[src/include/lcs_pkg.sv]
package lcs_pkg;
  // Operating clock prescaler choices, twelve inputs
  localparam int unsigned CLK_SEL_COUNT = 12;
  localparam logic [3:0] CLK_SEL_MAX = 4'hB;
  // Break field lengths in bit times
  localparam logic [4:0] BRK_TX_BASE = 5'h0D;
  localparam logic [4:0] BRK_RX_MIN = 5'h0B;
  // Field positions in the serial control register
  localparam int unsigned BRK_LEN_LSB = 2;
  localparam int unsigned BRK_LEN_MSB = 4;
  // Reset values
  localparam logic [7:0] RX_BUF_RST = 8'hFF;
  localparam logic [7:0] RX_SHIFT_RST = 8'hFF;
  // Extra idle before a back-to-back start bit, in clk_i cycles
  localparam logic [1:0] B2B_GAP_CLKS = 2'h2;
  // Baud clock ticks per bit (16x oversampling)
  localparam logic [3:0] OVS_LAST = 4'hF;
  localparam logic [3:0] OVS_MID = 4'h7;

  typedef struct packed {
    logic power_enable;
    logic tx_enable;
    logic rx_enable;
    logic len8;
    logic msb_first;
    logic tx_invert;
    logic brk_rx_mode;
    logic [7:0] ctrl_reg;
    logic [3:0] clk_sel;
    logic [7:0] baud_divider_control;
  } lcs_cfg_t;

  typedef struct packed {
    logic tx_done_irq;
    logic rx_irq;
    logic brk_rx_irq;
    logic overrun_error;
    logic parity_error;
    logic framing_error;
    logic tx_busy;
  } lcs_stat_t;

  typedef enum logic [1:0] {TX_IDLE, TX_GAP, TX_DATA, TX_BRK} lcs_tx_st_t;
  typedef enum logic [1:0] {RX_IDLE, RX_START, RX_DATA, RX_STOP} lcs_rx_st_t;
endpackage

[src/logic/lcs_uart.sv]
`timescale 1ns/1ns
// Behaviour
// - Power enable low idles all logic but synchroniser and output registers
// - Seven or eight data bits
// - Own 8-bit baud divider
// - Independent transmit and receive enables
// - Twelve selectable operating clock inputs
// - Selectable MSB or LSB first order
// - Inversion on transmit pin only
// - Break transmit of 13 to 20 bits
// - Break length from control bits 4:2
// - Low of 11+ bits is valid break
// - Shorter low: error, no interrupt, stay
// - Judge break length at stop bit
// - Break mode suppresses errors and transfers
// - Transmit done pulse per frame or break
// - Back-to-back gap stretched two clocks
// - Stopped clock holds registers and pin
// - Switch bits route receive pin internally
// - Power enable low resets all but synchroniser and output registers
// - Transmit enable low resets transmitter
// - Buffer write starts transmission
module lcs_uart
  import lcs_pkg::*;
(
  // Clock and reset
  input wire logic clk_i,
  input wire logic rstn_i,
  // Configuration
  input wire lcs_cfg_t cfg_i,
  input wire logic input_switch_bit0_i,
  input wire logic input_switch_bit1_i,
  // Transmit buffer write
  input wire logic tx_wr_i,
  input wire logic [7:0] tx_buffer_i,
  // Serial line
  input wire logic serial_rx_pin_i,
  output logic serial_tx_pin_o,
  // Routed receive level
  output logic external_irq_input_o,
  output logic capture_timer_input_o,
  // Receive data and status
  output logic [7:0] rx_buffer_o,
  output lcs_stat_t stat_o
);
  // Pin synchroniser; first stage read only by second
  logic rx_s1_ff, rx_s2_ff;
  always_ff @(posedge clk_i) begin
    if (!rstn_i) begin
      rx_s1_ff <= 1'b1;
      rx_s2_ff <= 1'b1;
    end else begin
      rx_s1_ff <= serial_rx_pin_i;
      rx_s2_ff <= rx_s1_ff;
    end
  end

  // Internal reset: power enable low clears prescaler, transmitter and receiver
  logic run;
  assign run = rstn_i & cfg_i.power_enable;

  // Prescaler: one of twelve operating clock rates, 2^sel
  logic [10:0] pre_ff, nxt_pre;
  logic [3:0] sel;
  logic op_tick;
  always_comb begin
    sel = (cfg_i.clk_sel > CLK_SEL_MAX) ? CLK_SEL_MAX : cfg_i.clk_sel;
    nxt_pre = pre_ff + 11'h001;
    op_tick = (sel == 4'h0) ? 1'b1 :
      (pre_ff & ((11'h001 << sel) - 11'h001)) == 11'h000;
  end

  // 8-bit baud divider gives oversample tick
  logic [7:0] bdiv_ff, nxt_bdiv;
  logic btick;
  always_comb begin
    btick = op_tick && (bdiv_ff == 8'h00);
    nxt_bdiv = bdiv_ff;
    if (op_tick) begin
      nxt_bdiv = (bdiv_ff == 8'h00) ? cfg_i.baud_divider_control :
        bdiv_ff - 8'h01;
    end
  end
  always_ff @(posedge clk_i) begin
    if (!run) begin
      pre_ff <= 11'h000;
      bdiv_ff <= 8'h00;
    end else begin
      pre_ff <= nxt_pre;
      bdiv_ff <= nxt_bdiv;
    end
  end

  // Transmitter; resets on transmit enable low
  lcs_tx_st_t tx_st_ff, nxt_tx_st;
  logic [8:0] tsh_ff, nxt_tsh;
  logic [3:0] tovs_ff, nxt_tovs;
  logic [4:0] tcnt_ff, nxt_tcnt;
  logic [1:0] tgap_ff, nxt_tgap;
  logic tline_ff, nxt_tline, tdone_ff, nxt_tdone;
  logic [7:0] tbuf_ff, nxt_tbuf;
  logic tpend_ff, nxt_tpend, tbrk_ff, nxt_tbrk;
  logic [4:0] brk_len;
  logic [3:0] nbits;
  logic txp_ff;
  always_comb begin
    brk_len = BRK_TX_BASE +
      {2'b00, cfg_i.ctrl_reg[BRK_LEN_MSB:BRK_LEN_LSB]};
    nbits = cfg_i.len8 ? 4'h8 : 4'h7;
    nxt_tx_st = tx_st_ff;
    nxt_tsh = tsh_ff;
    nxt_tovs = tovs_ff;
    nxt_tcnt = tcnt_ff;
    nxt_tgap = tgap_ff;
    nxt_tline = tline_ff;
    nxt_tdone = 1'b0;
    nxt_tbuf = tbuf_ff;
    nxt_tpend = tpend_ff;
    nxt_tbrk = tbrk_ff;
    if (tx_wr_i) begin
      nxt_tbuf = tx_buffer_i;
      nxt_tpend = 1'b1;
      nxt_tbrk = cfg_i.ctrl_reg[0];
    end
    case (tx_st_ff)
      TX_IDLE: begin
        nxt_tline = 1'b1;
        if (tpend_ff && btick) begin
          nxt_tpend = tx_wr_i;
          nxt_tovs = 4'h0;
          nxt_tline = 1'b0;
          if (tbrk_ff) begin
            nxt_tcnt = brk_len;
            nxt_tx_st = TX_BRK;
          end else begin
            // Line order in 8:1, stop in 0; unused eighth bit sent high
            nxt_tsh = cfg_i.msb_first ? {tbuf_ff, 1'b1} :
              {tbuf_ff[0], tbuf_ff[1], tbuf_ff[2], tbuf_ff[3],
               tbuf_ff[4], tbuf_ff[5], tbuf_ff[6], tbuf_ff[7], 1'b1};
            if (!cfg_i.len8) nxt_tsh[1] = 1'b1;
            nxt_tcnt = {1'b0, nbits} + 5'h01;
            nxt_tx_st = TX_DATA;
          end
        end
      end
      TX_GAP: begin
        // Two extra clocks before a back-to-back start
        nxt_tgap = tgap_ff - 2'h1;
        if (tgap_ff == 2'h1) nxt_tx_st = TX_IDLE;
      end
      TX_DATA: begin
        if (btick) begin
          nxt_tovs = tovs_ff + 4'h1;
          if (tovs_ff == OVS_LAST) begin
            nxt_tline = tsh_ff[8];
            nxt_tsh = {tsh_ff[7:0], 1'b1};
            nxt_tcnt = tcnt_ff - 5'h01;
            if (tcnt_ff == 5'h00) begin
              nxt_tdone = 1'b1;
              nxt_tgap = B2B_GAP_CLKS;
              nxt_tx_st = tpend_ff ? TX_GAP : TX_IDLE;
            end
          end
        end
      end
      TX_BRK: begin
        if (btick) begin
          nxt_tovs = tovs_ff + 4'h1;
          if (tovs_ff == OVS_LAST) begin
            nxt_tcnt = tcnt_ff - 5'h01;
            if (tcnt_ff == 5'h01) nxt_tline = 1'b1;
            if (tcnt_ff == 5'h00) begin
              nxt_tdone = 1'b1;
              nxt_tx_st = TX_IDLE;
            end
          end
        end
      end
      default: nxt_tx_st = TX_IDLE;
    endcase
  end
  always_ff @(posedge clk_i) begin
    if (!run || !cfg_i.tx_enable) begin
      tx_st_ff <= TX_IDLE;
      tsh_ff <= 9'h1FF;
      tovs_ff <= 4'h0;
      tcnt_ff <= 5'h00;
      tgap_ff <= 2'h0;
      tline_ff <= 1'b1;
      tdone_ff <= 1'b0;
      tbuf_ff <= 8'hFF;
      tpend_ff <= 1'b0;
      tbrk_ff <= 1'b0;
    end else begin
      tx_st_ff <= nxt_tx_st;
      tsh_ff <= nxt_tsh;
      tovs_ff <= nxt_tovs;
      tcnt_ff <= nxt_tcnt;
      tgap_ff <= nxt_tgap;
      tline_ff <= nxt_tline;
      tdone_ff <= nxt_tdone;
      tbuf_ff <= nxt_tbuf;
      tpend_ff <= nxt_tpend;
      tbrk_ff <= nxt_tbrk;
    end
  end
  // Pin register; inversion only here, never on receive
  always_ff @(posedge clk_i) begin
    if (!rstn_i) txp_ff <= 1'b1;
    else txp_ff <= cfg_i.tx_invert ? ~tline_ff : tline_ff;
  end

  // Receiver
  lcs_rx_st_t rx_st_ff, nxt_rx_st;
  logic [7:0] rsh_ff, nxt_rsh, rbuf_ff, nxt_rbuf;
  logic [3:0] rovs_ff, nxt_rovs, rbit_ff, nxt_rbit;
  logic [4:0] rlow_ff, nxt_rlow;
  logic rfull_ff, nxt_rfull;
  logic ove_ff, nxt_ove, fe_ff, nxt_fe, rirq_ff, nxt_rirq;
  logic birq_ff, nxt_birq, brk_fail;
  always_comb begin
    nxt_rx_st = rx_st_ff;
    nxt_rsh = rsh_ff;
    nxt_rbuf = rbuf_ff;
    nxt_rovs = rovs_ff;
    nxt_rbit = rbit_ff;
    nxt_rlow = rlow_ff;
    nxt_rfull = rfull_ff;
    nxt_ove = ove_ff;
    nxt_fe = fe_ff;
    nxt_rirq = 1'b0;
    nxt_birq = 1'b0;
    brk_fail = 1'b0;
    if (cfg_i.rx_enable && btick) begin
      nxt_rovs = rovs_ff + 4'h1;
      case (rx_st_ff)
        RX_IDLE: begin
          nxt_rovs = 4'h0;
          nxt_rlow = 5'h00;
          if (!rx_s2_ff) nxt_rx_st = RX_START;
        end
        RX_START: if (rovs_ff == OVS_MID) begin
          nxt_rovs = 4'h0;
          nxt_rbit = 4'h0;
          nxt_rlow = 5'h01;
          nxt_rx_st = rx_s2_ff ? RX_IDLE : RX_DATA;
        end
        RX_DATA: if (rovs_ff == OVS_LAST) begin
          if (!rx_s2_ff && rlow_ff == {1'b0, rbit_ff} + 5'h01 &&
              rlow_ff != 5'h1F)
            nxt_rlow = rlow_ff + 5'h01;
          if (!cfg_i.brk_rx_mode) begin
            nxt_rsh = cfg_i.msb_first ? {rsh_ff[6:0], rx_s2_ff} :
              {rx_s2_ff, rsh_ff[7:1]};
          end
          nxt_rbit = rbit_ff + 4'h1;
          // Break mode keeps sampling past the data bits
          if (cfg_i.brk_rx_mode) begin
            if (rx_s2_ff) nxt_rx_st = RX_STOP;
          end else if (rbit_ff + 4'h1 == (cfg_i.len8 ? 4'h8 : 4'h7)) begin
            nxt_rx_st = RX_STOP;
          end
        end
        // Data frames wait for mid stop bit before judging it
        RX_STOP: if (cfg_i.brk_rx_mode || rovs_ff == OVS_LAST) begin
          nxt_rx_st = RX_IDLE;
          if (cfg_i.brk_rx_mode) begin
            if (rlow_ff >= BRK_RX_MIN) nxt_birq = 1'b1;
            else brk_fail = 1'b1;
          end else begin
            nxt_fe = ~rx_s2_ff;
            nxt_rirq = 1'b1;
            if (rfull_ff) nxt_ove = 1'b1;
            else begin
              nxt_rfull = 1'b1;
              nxt_rbuf = cfg_i.len8 ? rsh_ff : (cfg_i.msb_first ?
                {rsh_ff[6:0], 1'b0} : {1'b0, rsh_ff[7:1]});
            end
            nxt_rsh = RX_SHIFT_RST;
          end
        end
        default: nxt_rx_st = RX_IDLE;
      endcase
    end
    if (!cfg_i.rx_enable) begin
      nxt_rx_st = RX_IDLE;
      nxt_rfull = 1'b0;
    end
  end
  always_ff @(posedge clk_i) begin
    if (!run) begin
      rx_st_ff <= RX_IDLE;
      rsh_ff <= RX_SHIFT_RST;
      rbuf_ff <= RX_BUF_RST;
      rovs_ff <= 4'h0;
      rbit_ff <= 4'h0;
      rlow_ff <= 5'h00;
      rfull_ff <= 1'b0;
      ove_ff <= 1'b0;
      fe_ff <= 1'b0;
      rirq_ff <= 1'b0;
      birq_ff <= 1'b0;
    end else begin
      rx_st_ff <= nxt_rx_st;
      rsh_ff <= nxt_rsh;
      rbuf_ff <= nxt_rbuf;
      rovs_ff <= nxt_rovs;
      rbit_ff <= nxt_rbit;
      rlow_ff <= nxt_rlow;
      rfull_ff <= nxt_rfull;
      ove_ff <= nxt_ove;
      fe_ff <= nxt_fe;
      rirq_ff <= nxt_rirq;
      birq_ff <= nxt_birq;
    end
  end

  // Output registers, receive level routed by switch bits
  logic eirq_ff, ctin_ff;
  always_ff @(posedge clk_i) begin
    if (!rstn_i) begin
      eirq_ff <= 1'b1;
      ctin_ff <= 1'b1;
    end else begin
      eirq_ff <= input_switch_bit0_i ? rx_s2_ff : 1'b1;
      ctin_ff <= input_switch_bit1_i ? rx_s2_ff : 1'b1;
    end
  end
  assign serial_tx_pin_o = txp_ff;
  assign external_irq_input_o = eirq_ff;
  assign capture_timer_input_o = ctin_ff;
  assign rx_buffer_o = rbuf_ff;
  assign stat_o = '{tx_done_irq: tdone_ff, rx_irq: rirq_ff,
    brk_rx_irq: birq_ff, overrun_error: ove_ff, parity_error: 1'b0,
    framing_error: fe_ff, tx_busy: (tx_st_ff != TX_IDLE)};

  a_tx_idle_high: assert property (@(posedge clk_i) disable iff (!rstn_i)
    (!run && !cfg_i.tx_invert) |=> ##1 serial_tx_pin_o)
    else $error("tx pin not idle high");
  a_brk_short_quiet: assert property (@(posedge clk_i) disable iff (!rstn_i)
    brk_fail |=> !birq_ff)
    else $error("short break raised irq");
  a_brk_no_xfer: assert property (@(posedge clk_i) disable iff (!rstn_i)
    (run && cfg_i.brk_rx_mode && $past(cfg_i.brk_rx_mode) && $past(run))
    |-> $stable(rbuf_ff))
    else $error("buffer changed in break mode");
  a_power_clears: assert property (@(posedge clk_i) disable iff (!rstn_i)
    !cfg_i.power_enable |=> rbuf_ff == RX_BUF_RST && !ove_ff)
    else $error("power off did not reset");
  a_txe_resets: assert property (@(posedge clk_i) disable iff (!rstn_i)
    !cfg_i.tx_enable |=> tx_st_ff == TX_IDLE && !tdone_ff)
    else $error("tx enable low did not reset");
  a_brk_irq_len: assert property (@(posedge clk_i) disable iff (!rstn_i)
    birq_ff |-> $past(rlow_ff) >= BRK_RX_MIN)
    else $error("break irq on short low");
  a_done_pulse: assert property (@(posedge clk_i) disable iff (!rstn_i)
    tdone_ff |=> !tdone_ff)
    else $error("tx done longer than one cycle");
  a_tx_start_low: assert property (@(posedge clk_i) disable iff (!rstn_i)
    (tx_st_ff == TX_IDLE && $past(tx_st_ff) == TX_IDLE && run &&
     nxt_tx_st != TX_IDLE) |=> !tline_ff)
    else $error("frame did not start low");
endmodule

[config.mk]
export PLATFORM = sky130hd
export DESIGN_NAME = lcs_uart
export DESIGN_NICKNAME = d
export VERILOG_FILES = /design/src/include/lcs_pkg.sv /design/src/logic/lcs_uart.sv
export SDC_FILE = /design/constraint.sdc
export NUM_CORES = 1
export LEC_CHECK = 0
export BUFFER_PORTS_ARGS = -buffer_cell sky130_fd_sc_hd__buf_4
export CORE_MARGIN = 8
export CORE_UTILIZATION = 53
export CTS_CLUSTER_SIZE = 14
export DETAILED_ROUTE_END_ITERATION = 10
export GPL_TIMING_DRIVEN = 0
export PLACE_DENSITY = 0.76
export SYNTH_ARGS = -nofsm -noshare
export SYNTH_HDL_FRONTEND = slang
export SYNTH_SLANG_ARGS = --single-unit
[constraint.sdc]
create_clock -name clk_i -period 3.1 [get_ports clk_i]
set_clock_uncertainty 0.05 [all_clocks]
set_input_delay 0.155 -clock clk_i [delete_from_list [all_inputs] [get_ports clk_i]]
set_output_delay 0.155 -clock clk_i [all_outputs]
set_load 0.02 [all_outputs]
## Word level (Yosys, flattened, before mapping)

Index checks and enable logic that the tools add are counted.

| operators by class | value |
|---|---|
| reduce and logical (&&, ||, !) cells | 44 |
| bitwise logic cells | 9 |
| muxes and demuxes | 74 |
| $add $sub $neg | 12 |
| equality and inequality tests | 35 |
| shifts and indexed selects | 1 |
| $lt $le $gt $ge | 2 |

Operators by type and width:

| kind | number |
|---|---|
| $mux 8 | 8 |
| $mux 9 | 5 |
| $mux 2 | 19 |
| $mux 5 | 7 |
| $ne 2x2->1 const B | 17 |
| $mux 4 | 7 |
| $reduce_and 5->1 | 5 |
| $pmux 4 s2 | 3 |
| $reduce_and 4->1 | 5 |
| $pmux 9 s2 | 1 |
| $mux 1 | 17 |
| $pmux 2 s4 | 2 |
| $pmux 8 s2 | 1 |
| $pmux 5 s3 | 1 |
| $add 4x1->4 const B | 3 |
| $reduce_and 6->1 | 2 |
| $reduce_bool 2->1 | 6 |
| $add 11x1->11 const B | 1 |
| $and 11x11->11 | 1 |
| $logic_not 11->1 | 1 |
| $shl 1x4->11 const A | 1 |
| $sub 11x1->11 const B | 1 |
| $add 4x1->5 const B | 2 |
| $pmux 5 s2 | 1 |
| other kinds (35) | 60 |

| word-level totals | value |
|---|---|
| bits of input ports | 41 |
| bits in registers | 94 |

## Longest topological paths before layout

| logic depth | value |
|---|---|
| word-level depth | 11 |
| mapped depth | 13 |
| gate-level depth less buffers | 10 |

## Least setup slack after synthesis

OpenSTA, ideal clock, no wires.

| timing path | value |
|---|---|
| kind | input-to-reg |
| start | input cfg_i[9] (netlist bit) |
| end | register rbuf_ff[0], in the netlist rx_buffer_o[0] |
| arrival | 2869 ps |
| required time | 2924 ps |
| slack | 55 ps |
| path buffers | 2 |
| cell stages on the path | 12 |
| setup time | 126 ps |
| path through | buf_6 > nor2_1 > nand2_1 > ha_1 > nor3b_1 > o211a_1 > or4_4 > o21a_4 > or4_4 > buf_6 > a2111oi_4 > a21oi_2 |

| between the ends | value |
|---|---|
| cells in the longest elaborated chain, start to end | 10 |
| elaborated cells on any way between the ends | 11 |
| those cells by class | add/sub: 1; order compare: 1; shift: 1; mux: 2; bitwise: 1; reduce/logical: 5 |

Ends and longest elaborated chain:

| item | line | text |
|---|---|---|
| start: declaration | lcs_uart.sv:30 | `input wire lcs_cfg_t cfg_i,` |
| $gt 4x4->1 | lcs_uart.sv:67 | `sel = (cfg_i.clk_sel > CLK_SEL_MAX) ? CLK_SEL_MAX : cfg_i.clk_sel;` |
| $mux 4 (*) | lcs_uart.sv:67 |  |
| $shl 1x4->11 | lcs_uart.sv:70 | `(pre_ff & ((11'h001 << sel) - 11'h001)) == 11'h000;` |
| $sub 11x1->11 | lcs_uart.sv:70 |  |
| $and 11x11->11 | lcs_uart.sv:70 |  |
| $logic_not 11->1 | lcs_uart.sv:70 |  |
| $mux 1 (*) | lcs_uart.sv:69 | `op_tick = (sel == 4'h0) ? 1'b1 :` |
| $logic_and 1x1->1 (*) | lcs_uart.sv:77 | `btick = op_tick && (bdiv_ff == 8'h00);` |
| $logic_and 1x1->1 (*) | lcs_uart.sv:234 | `if (cfg_i.rx_enable && btick) begin` |
| $reduce_and 5->1 (no source line) (*) | - |  |
| end signal: assignment | lcs_uart.sv:306 | `rbuf_ff <= nxt_rbuf;` |
| end: declaration | lcs_uart.sv:215 | `logic [7:0] rsh_ff, nxt_rsh, rbuf_ff, nxt_rbuf;` |

Every way passes the cells marked *; elsewhere a longest branch is shown, timed or not.
A chain may end at the register's enable or synchronous reset.

## Worst setup path after layout

| timing path | value |
|---|---|
| start | input cfg_i[11] (netlist bit) |
| end | register rbuf_ff[7], in the netlist rx_buffer_o[7] |

Same word-level chain as after synthesis.

==> impl_results.md <==
- Die area: between 10000 and 15000 µm²
- Post-synthesis area per instance: between 8 and 9 µm²
- Clock root cell: clkbuf_8
- Worst path cell trace: buf_4 -> buf_2 -> nor2_1 -> nand2_1 -> ha_4 -> nor3b_1 -> o211a_1 -> or4_4 -> o21a_4 -> or4_4 -> buf_6 -> a2111oi_2 -> a21oi_1
- Yosys warns: 0
- Mapped Nets: 667
- Synth Instances: 608
- Slew HR: 0.476
- Total gr overflow: 0
- RSZ-0062 raised after global routing: no
- Setup WS pre-CTS: -566 ps
- Synth Cell Area: 5070 µm²
- Vias in the first global route: about 4500
- GRT Util Overall: 0.203
- Buffers and inverters on the worst path: 3
- Nets: 746
- Initial antenna violation count: 0
- Crit-path max FO: 10
- Worst Setup EP: rx_buffer_o[7]
- Post-route cell area: 6010 µm²
- CORE AREA: 9280 µm²
- Final hold vios: 0
- Period utilisation layout: 0.969
- Die W: about 110 µm
- Slack of the worst reg-to-reg path: 180 ps
- Clk sink count: 93
- Finished Core Util: 0.648
- Required time of the critical path: 3290 ps
- CTS tree: done
- R2R Path Start: bdiv_ff[0]
- H-tree depth: 3
- F_max: approximately 330 MHz
- Clock share of power: 0.299
- Total Power: 2.43 mW
- Count of final setup violators: 0
- Vias per cell: 5.85
- Most frequent cells in the layout: dfxtp_1 (93), nor2_1 (68), buf_4 (57)
- Asr flop ratio synth: 0
- Row cnt: 35
- Reg power frac: 0.507
- Post-DP Area: 5610 µm²
- Die H: 114 µm
- Seq/Total Area, Yosys: 0.367
- Avg WL per Cell: 15.7 µm
- Status: finished clean
- Top cell type's share of synthesized area: 0.367
- Gate power share: 0.194
- Sw frac: 0.306
- Drc violations: 0
- Final worst slack: between 90 and 100 ps
- Largest net degree at the start of global routing: 16
- Worst reg2reg endpoint: rx_buffer_o[7]
- Fin crit period: 3000 ps
- CP most frequent cell: or4_4
- Vias: 4799
- Layout cell share with drive strength beyond 1: 0.158
- Final wirelength: 12900 µm
- Number of flops mapped to enable cells by yosys: 0
- Post-synth top area cell: dfxtp_1
- Cell depth of the worst setup path: 13
- Number of I/O pins: 59
- R2R cell count: 9
- Area Overhead vs Synth: 18.5%
- Slew Viols, Final: 0
- NetSw: 745 µW
- CTS Buffer Depth: 2
- Worst hold path type: in2reg
- Most common cell after layout, fill and taps aside: dfxtp_1
- MaxCap Viol Count: 0
- Setup crit end kind: flop
- Starting DRT DRC Count: 310
- Worst-Margin Slew: 787 ps
- Dominant delay contributor by cell family on the critical path: simple AND/OR/NAND/NOR gates
- Diode count: 0
- Setup crit start kind: primary input
- Ys flop type: dfxtp_1
- Fin Hold WS: around 25 ps
- Slowest CP cell: or4_4
- Initial Util: 0.547
- Crit path largest cell delay: around 540 ps
- Peak VDD IR: 0.000243 V
- Power density over cell area: around 400 nW/µm²
- Antenna-violating nets left: 0
- Leakage power: 2.32 nW
- Number of fill cells: ~800
- Clk_lat worst skew: 360 ps
- Yosys reg bits: 93
- Yosys cell types: between 60 and 70
- Critical path class: in2reg
- RePlAce Congestion: 0.873
- Post-DP HPWL: between 9000 and 10000 µm
- Synth area leaders: dfxtp_1 (37%), mux2i_1 (6.7%), nor2_1 (5.2%), ha_1 (4.4%), a21oi_1 (4.2%)
- CTS buffer count: 9
- Crit path DAT: 3190 ps
- Reg clk slew, reported paths: 90 ps
- Global-route wire length before repair: 21800 µm
- Setup crit start: cfg_i[11]
- Number of I/O port buffers: 50
- Pre-antenna DRT Iters: 5
- Internal power: 1.69 mW
## Yosys cell counts, types with 6 or more instances
library cell,number
nor3_1,24
nand4_1,7
and3_1,8
nand3b_1,6
nand3_1,24
nand2_1,56
dfxtp_1,93
or3_1,7
xnor2_1,8
nor2b_1,9
a21oi_1,43
xor2_1,7
inv_1,18
o21ai_0,29
a211oi_1,6
nor2_1,70
mux2_2,7
clkbuf_1,25
ha_1,18
mux2i_1,34
o211ai_1,7
buf_4,6
a31oi_1,10
## cell families (layout without fill, tap and decap cells)
logic type | after synthesis | after routing | synth area share
XOR/XNOR | 15 | 15 | 0.0259
buffers and inverters | 60 | 143 | 0.0545
AO/OA/AOI/OAI | 138 | 138 | 0.190
multiplexers | 41 | 41 | 0.0826
adder cells (fa/ha/maj) | 18 | 18 | 0.0444
flip-flops | 93 | 93 | 0.367
AND/OR/NAND/NOR | 242 | 242 | 0.235
other | 1 | 1 | 0.000739
## registers in the layout (all words and copies together), names as in the netlist, 2 cells and up, named ones only
name / count
bdiv_ff: 8
pre_ff: 11
rbit_ff: 4
rlow_ff: 5
rovs_ff: 4
rsh_ff: 8
rx_buffer_o: 8
tbuf_ff: 8
tcnt_ff: 5
tgap_ff: 2
tovs_ff: 4
tsh_ff: 8
tx_st_ff: 2
## per-stage QoR
| step | setup TNS [ps] | cells |
|---|---|---|
| global route | 0 | 820 |
| floorplan | 0 | 608 |
| finish | 0 | 820 |
| CTS | 0 | 819 |
| detailed placement | -12120 | 787 |
| global placement | -8390 | 787 |
## metal layers
metal	routed length, µm	up-vias	global-route usage
met1	5840	2294	0.257
met2	6140	140	0.339
li1	-	2349	-
met4	128	0	0.0461
met3	800	16	0.0518
met5	0	-	0
## power by group through the flow
stage / Sequential, mW / Clock [mW] / Combinational, mW
floorplan: 1.26 / 0 / 0.299
global placement: 1.26 / 0 / 0.418
detailed placement: 1.26 / 0 / 0.429
CTS: 1.23 / 0.740 / 0.451
global route: 1.24 / 0.801 / 0.523
finish: 1.24 / 0.727 / 0.472
## area by class of cell
class | instances | area [µm²] | share of cell area
Clock buffer | 10 | 128 | 0.0212
Multi-Input combinational cell | 455 | 2990 | 0.497
Buffer | 40 | 205 | 0.0341
Sequential cell | 93 | 1860 | 0.310
Clock inverter | 5 | 37.5 | 0.00624
Timing Repair Buffer | 68 | 553 | 0.0920
Inverter | 20 | 75.1 | 0.0125
Tap cell | 129 | 161 | 0.0268
## worst min path at each step
stage,from,endpoint,slack [ps],depth (start not counted)
after floorplan,input_switch_bit1_i,capture_timer_input_o,170,1
after global placement,input_switch_bit0_i,external_irq_input_o,270,2
after detailed placement,input_switch_bit1_i,capture_timer_input_o,270,2
after CTS,cfg_i[26],pre_ff[1],10,2
after global routing,cfg_i[26],pre_ff[1],4,2
final,cfg_i[26],pre_ff[1],20,2
## timing repair
action,in CTS,in global routing
setup endpoints to repair,2,35
hold endpoints to repair,14,0
resized for setup,2,15
gates cloned,0,0
hold buffers,17,0
setup buffers,0,1
pin swaps,0,1
Power figures use the tool's default switching activity.
